<file path="src/logic/mpc_regs.svh">
// Field positions, reset value and fixed decode pattern of the parity control block
`ifndef MPC_REGS_SVH
`define MPC_REGS_SVH
`define MPC_ADDR_FIXED      12'o7721
`define MPC_BIT_REPORT_EN   0
`define MPC_BIT_FORCE_BAD   2
`define MPC_BIT_ERR_FLAG    15
`define MPC_RESET_VALUE     16'h0000
`define MPC_LOW_PAR_BIT     16
`define MPC_HIGH_PAR_BIT    17
`endif

</file>
<file path="src/logic/mpc_pkg.sv">
// Types shared by the parity control block
package mpc_pkg;
    typedef struct packed {
        logic        report_en;
        logic        force_bad;
        logic        err_flag;
    } mpc_flags_t;
    typedef struct packed {
        logic [17:0] addr;
        logic [15:0] wdata;
        logic        write;
        logic        read;
    } mpc_bus_req_t;
endpackage

</file>
<file path="src/logic/mpc_byte_parity.sv">
// One byte parity generator with transparent hold latch and even-parity checker
module mpc_byte_parity (
    input  wire logic       i_sys_clk,
    input  wire logic       i_reset,
    input  wire logic [7:0] i_wr_byte,
    input  wire logic       i_force_bad,
    input  wire logic       i_hold,
    input  wire logic [8:0] i_rd_group,
    output logic            o_par_bit,
    output logic            o_bad
);
    logic gen_d;
    logic par_q;
    // Odd when forced
    assign gen_d = (^i_wr_byte) ^ i_force_bad;
    // Follows until held
    assign o_par_bit = i_hold ? par_q : gen_d;
    always_ff @(posedge i_sys_clk) begin
        if (i_reset) begin
            par_q <= 1'b0;
        end else if (!i_hold) begin
            par_q <= gen_d;
        end
    end
    // Odd count is bad
    assign o_bad = ^i_rd_group;
endmodule // mpc_byte_parity

</file>
<file path="src/logic/mpc_parity_ctrl.sv">
// Parity control register, decoder, generator and checker
`include "mpc_regs.svh"
// Contract
// Address bits 17:06 match fixed block
// Bits 04:02 equal start address 17:15
// Bit 01 matches address strap
// Access only with sync, strap removed
// Decoded access asserts slave acknowledge
// Bit 00 report enable read/write
// Bit 02 forces odd stored parity
// Bit 15 set on error, writable
// Parity bits 16 low, 17 high
// Parity held when latch control high
// Odd ones in group is bad
// Only fast-bus captured reads checked
// Flag set when cycle done
// Report enable gates processor indication
// Indication needs request and control-valid
// Processor samples at control-valid drop
// Processor traps on valid error
// Write strobe loads, read drives flags
// Full-word accesses only
// Other bits read zero
module mpc_parity_ctrl
    import mpc_pkg::*;
(
    input  wire logic        i_sys_clk,
    input  wire logic        i_reset,
    input  wire logic [17:0] i_bus_addr,
    input  wire logic [15:0] i_bus_wdata,
    input  wire logic        i_bus_write,
    input  wire logic        i_bus_read,
    input  wire logic        i_bus_byte,
    input  wire logic        i_master_sync_buffered,
    input  wire logic [2:0]  i_start_address_select,
    input  wire logic        i_addr_strap_in,
    input  wire logic        i_parity_strap_in,
    input  wire logic [15:0] i_mem_wdata,
    input  wire logic        i_byte_write_cycle,
    input  wire logic        i_byte_high,
    input  wire logic        i_write_data_latch_hold,
    input  wire logic [17:0] i_mem_rdata,
    input  wire logic        i_read_data_capture_enable,
    input  wire logic        i_cycle_done,
    input  wire logic        i_processor_request,
    input  wire logic        i_control_valid,
    output logic [15:0]      o_bus_rdata,
    output logic             o_slave_sync_ack,
    output logic [1:0]       o_par_bits,
    output logic [1:0]       o_par_bits_we,
    output logic             o_cpu_parity_error_ind,
    output logic             o_parity_error_flag
);
    // ==================================================
    // Address decode
    logic        hit;
    logic        flag_register_write_strobe;
    logic        flag_register_read_gate;
    mpc_flags_t  flags_q;
    mpc_flags_t  flags_d;
    logic [17:0] rd_q;
    logic        done_q;
    logic        low_byte_bad;
    logic        high_byte_bad;
    logic        bad_parity_any;
    logic        error_flag_set_pulse;
    logic        parity_report_strobe;
    logic [1:0]  par_bits;
    logic [1:0]  byte_bad;
    // Fixed block match
    // Start address compare
    // Strap bit compare
    // Sync and strap gating
    // No byte access
    assign hit = (i_bus_addr[17:6] == `MPC_ADDR_FIXED)
               && (i_bus_addr[4:2] == i_start_address_select)
               && (i_bus_addr[1] == !i_addr_strap_in)
               && i_master_sync_buffered && !i_parity_strap_in && !i_bus_byte;
    // Write strobe and read gate
    assign flag_register_write_strobe = hit && i_bus_write;
    assign flag_register_read_gate    = hit && i_bus_read;
    // ==================================================
    // Read capture and checker
    // Only captured fast-bus data
    always_ff @(posedge i_sys_clk) begin
        if (i_reset) begin
            rd_q   <= 18'h00000;
            done_q <= 1'b0;
        end else begin
            if (i_read_data_capture_enable) begin
                rd_q <= i_mem_rdata;
            end
            done_q <= i_cycle_done;
        end
    end
    genvar g;
    generate
        for (g = 0; g < 2; g++) begin : g_byte
            mpc_byte_parity u_par (
                .i_sys_clk   (i_sys_clk),
                .i_reset     (i_reset),
                .i_wr_byte   (i_mem_wdata[8*g +: 8]),
                .i_force_bad (flags_q.force_bad),
                .i_hold      (i_write_data_latch_hold),
                .i_rd_group  ({rd_q[`MPC_LOW_PAR_BIT + g], rd_q[8*g +: 8]}),
                .o_par_bit   (par_bits[g]),
                .o_bad       (byte_bad[g])
            );
        end
    endgenerate
    // One checker per byte, no second copy to drift
    assign low_byte_bad   = byte_bad[0];
    assign high_byte_bad  = byte_bad[1];
    assign bad_parity_any = low_byte_bad || high_byte_bad;
    // Set at cycle done
    assign error_flag_set_pulse = bad_parity_any && i_cycle_done && !done_q
                                && !i_parity_strap_in;
    // Request and control-valid
    assign parity_report_strobe = i_processor_request && i_control_valid;
    // ==================================================
    // Flag register
    always_comb begin
        flags_d = flags_q;
        // Report enable load
        // Other bits ignored
        if (flag_register_write_strobe) begin
            flags_d.report_en = i_bus_wdata[`MPC_BIT_REPORT_EN];
            flags_d.force_bad = i_bus_wdata[`MPC_BIT_FORCE_BAD];
            flags_d.err_flag  = i_bus_wdata[`MPC_BIT_ERR_FLAG];
        end
        // Set wins over write
        if (error_flag_set_pulse) begin
            flags_d.err_flag = 1'b1;
        end
    end
    always_ff @(posedge i_sys_clk) begin
        if (i_reset) begin
            flags_q <= '0;
        end else begin
            flags_q <= flags_d;
        end
    end
    // ==================================================
    // Outputs
    always_ff @(posedge i_sys_clk) begin
        if (i_reset) begin
            o_bus_rdata            <= `MPC_RESET_VALUE;
            o_slave_sync_ack       <= 1'b0;
            o_par_bits             <= 2'h0;
            o_par_bits_we          <= 2'h0;
            o_cpu_parity_error_ind <= 1'b0;
            o_parity_error_flag    <= 1'b0;
        end else begin
            // Flags onto read data
            o_bus_rdata <= flag_register_read_gate
                ? {flags_q.err_flag, 12'h000, flags_q.force_bad, 1'b0, flags_q.report_en}
                : 16'h0000;
            // Acknowledge any decoded access
            o_slave_sync_ack <= hit && (i_bus_read || i_bus_write);
            // Bit 16 low, 17 high
            o_par_bits    <= par_bits;
            o_par_bits_we <= i_byte_write_cycle ? {i_byte_high, !i_byte_high} : 2'h3;
            // Gated by report enable
            o_cpu_parity_error_ind <= parity_report_strobe && flags_q.report_en
                                    && bad_parity_any && !i_parity_strap_in;
            o_parity_error_flag <= flags_q.err_flag;
        end
    end
endmodule // mpc_parity_ctrl

</file>
<file path="config.mk">
export PLATFORM = sky130hd
export DESIGN_NAME = mpc_parity_ctrl
export DESIGN_NICKNAME = d
export VERILOG_FILES = /design/src/logic/mpc_pkg.sv /design/src/logic/mpc_byte_parity.sv /design/src/logic/mpc_parity_ctrl.sv
export VERILOG_INCLUDE_DIRS = /design/src /design/src/logic
export SDC_FILE = /design/constraint.sdc
export NUM_CORES = 1
export LEC_CHECK = 0
export BUFFER_PORTS_ARGS = -buffer_cell sky130_fd_sc_hd__buf_2
export CELL_PAD_IN_SITES_DETAIL_PLACEMENT = 1
export CELL_PAD_IN_SITES_GLOBAL_PLACEMENT = 2
export CORE_ASPECT_RATIO = 1.4
export CORE_UTILIZATION = 23
export CTS_BUF_LIST = sky130_fd_sc_hd__clkbuf_8
export CTS_CLUSTER_SIZE = 12
export DETAILED_ROUTE_END_ITERATION = 12
export PLACE_DENSITY_LB_ADDON = 0.1
export SETUP_SLACK_MARGIN = 0.15
export SYNTH_ARGS = -nofsm -noshare
export SYNTH_HDL_FRONTEND = slang
export SYNTH_SLANG_ARGS = --single-unit
</file>
<file path="constraint.sdc">
create_clock -name i_sys_clk -period 1.7 [get_ports i_sys_clk]
set_input_delay 0.255 -clock i_sys_clk [delete_from_list [all_inputs] [get_ports i_sys_clk]]
set_output_delay 0.255 -clock i_sys_clk [all_outputs]
set_load 0.05 [all_outputs]
</file>
==> out/results.ini <==
[logic_synthesis]
synth-simple-area-share = 0.138
ys_seq_elements = 32
synth_area_leaders = dfxtp_1 40%, mux2i_1 13%, xnor2_1 13%
yosys_warnings = 0
syn_area_sq_um = 1590
synth_compound_area_frac = 0.0292
synth_top_area_frac = 0.404
synth_cell_type_count = 27
syn-instance-count = 155
yosysSeqAreaShare = 0.404
synth_top_area_cell = dfxtp_1
synth.area.mux_share = 0.132
syn_avg_cell_area_sq_um = 10.2
synth_top_family_by_area = XOR/XNOR gates
synth_fa_ha_area_frac = 0
synth-xor-area-share = 0.205

[pwr]
p_leak_nw = 1.09
p_per_area_nw_per_um2 = 893
p_int_mw = 1.37
power_frac_clock = 0.329
netSwitchingPower_uw = 540
peakVddDrop_mv = 0.293
swShare = 0.282
p_comb_frac = 0.244
pwr-share-seq = 0.427

[grt]
grt_max_degree = 23
grt_usage = 0.102
antenna_found_initial = 0
grt_pass1_vias = 1280
grt_pass1_wl_microns = 5640
gr-total-overflow = 0

[sta]
skew_ns = 0.00434
timing.final.crit_share = 0.850
final_hold_viol_count = 0
min_period_ns = 1.45
tightest_slew_ns = 0.542
slew_headroom = 0.638
setup_viol = 0
hold_ws_ns = 0.164
fin_ws_ns = 0.254
fmax_mhz = 692
slew_violations = 0
rsz0062_at_grt = no

[clock_tree]
cts.path.max_buffers = 2
cts-root-buf = clkbuf_8
hold_buffers = 0
path_clk_slew_ns = 0.06
cts-buffers-inserted = 5
cts.sinks = 32
cts_tree = yes
clock_latency_ns = 0.28
cts_max_level = 2

[die]
die_h_microns = 100
num_io_pins = 109
die_area_sq_um = 7240
coreArea_sq_um = 6610
die-width_microns = 72.2
rows = 35
start_util = 0.240

[place]
place_ws_ns = -0.0455
place.gp.congestion = 0.645
hpwl_microns = 2860
dpl-instance-area_sq_um = 2030
dpl.cell_count = 321
io_buffers = 80

[job]
maxCapViolCount = 0

[finish]
areaGrowthSynthToFinish_pct = 35.0
fin_util = 0.324
finalNonFillerCells = 328
final_cell_mix = 80 x buf_2, 30 x dfxtp_1, 23 x nor2_1
diodes = 0
final_cell_area_sq_um = 2140
drive_gt1_frac = 0.411
nets = 322
layout_commonest_cell = buf_2

[critical_path]
endpoint_kind = register
critical_path_class = reg -> reg
required_ns = 1.90
crit_chain = xor2_1 > xnor3_1 > xnor2_2 > a21o_1 > o22ai_1
slowest_stage = xnor3_1
cp_slowest_stage_delay_ns = 0.45
cp_max_fo = 2
worstSetupStartpoint = rd_q[3]
cp-start-kind = register
r2r_start = rd_q[3]
cp.arrival_ns = 1.65

[drt]
dr.first_iter.drc_count = 9
wirelength_microns = 3510
drc = 0
antenna_left = 0
wl_per_cell_microns = 10.7
drtPass1Iterations = 3
vias = 1292
vias_per_cell = 3.94

[worst_hold_path]
holdCritPathClass = in -> reg
hold_path.startpoint = i_byte_high

[run_status]
outcome = completed

-- state kept, by name, indices dropped and copies added (netlist names) --
register / count
rd_q: 18
flags_q: 3
o_bus_rdata: 3
o_par_bits: 2
o_par_bits_we: 2
done_q: 1
o_cpu_parity_error_ind: 1
o_parity_error_flag: 1
o_slave_sync_ack: 1
-- timing repair --
action,in CTS,in global routing
resized for setup,2,2
cloned,0,0
pin swaps,1,5
setup buffers,0,0
endpoints found under the setup margin,1,1
-- logic make-up (layout without fill, tap and decap cells) --
kind of cell / count (synthesis) / count (layout)
AO/OA/AOI/OAI: 7 / 7
XOR/XNOR: 34 / 34
buffers and inverters: 22 / 91
flip-flops: 32 / 32
multiplexers: 21 / 21
other: 1 / 13
AND/OR/NAND/NOR: 38 / 38
-- per-stage QoR --
stage          TNS [ns]  power, mW
6_report              0       1.91
5_1_grt               0       2.03
4_1_cts               0       1.96
3_5_place_dp    -0.0500       1.30
3_3_place_gp   -0.00666       1.29
2_1_floorplan         0       1.19
-- worst max-delay path, delay by kind of cell (launching register included) --
kind	cells	cell delay (ns)
flops	1	0.33
compound gates	2	0.28
xor+xnor	3	0.76
-- cell usage after synthesis (all sizes together) --
cell	instances
a211oi	2
nor2	23
nand3	1
a21o	1
or4b	1
nor2b	2
o21a	1
inv	2
xor2	9
xnor3	2
dfxtp	32
nand4b	3
nand2b	1
nor4	2
clkbuf	2
a21oi	2
buf	18
o22ai	1
xnor2	23
conb	1
nand3b	1
and3	3
mux2i	21
and3b	1
-- power groups by stage --
stage                     Clock [mW]  Sequential, mW  Combinational (mW)
after floorplan                    0           0.845               0.347
after global placement             0           0.833               0.462
after detailed placement           0           0.834               0.464
after CTS                      0.662           0.818               0.480
after global routing           0.691           0.822               0.514
final                          0.629           0.817               0.468
-- layout make-up --
| class | instances | area, sq um |
|---|---|---|
| inverters | 2 | 7.51 |
| well taps | 92 | 115 |
| repair buffers | 82 | 415 |
| multi-input cells | 113 | 865 |
| clock buffers | 7 | 96.3 |
| fillers | 786 | 4470 |
| flip-flops and latches | 32 | 643 |
-- metal layers --
| metal | track usage | share of wire | vias up |
|---|---|---|---|
| met5 | 0 | 0 | - |
| met1 | 0.101 | 0.37 | 589 |
| met3 | 0.0341 | 0.078 | 6 |
| met4 | 0.0407 | 0.016 | 0 |
| li1 | - | - | 642 |
| met2 | 0.189 | 0.53 | 55 |
-- worst paths after layout --
| kind | endpoint | slack [ns] | depth (start not counted) |
|---|---|---|---|
| hold / removal | o_par_bits_we[0] | 0.16 | 2 |
| setup reg to reg | flags_q[0] | 0.25 | 5 |
| hold reg to reg | o_par_bits[0] | 0.49 | 2 |
| setup / recovery | flags_q[0] | 0.25 | 5 |
Note: power is estimated with default switching activity, not from simulation.
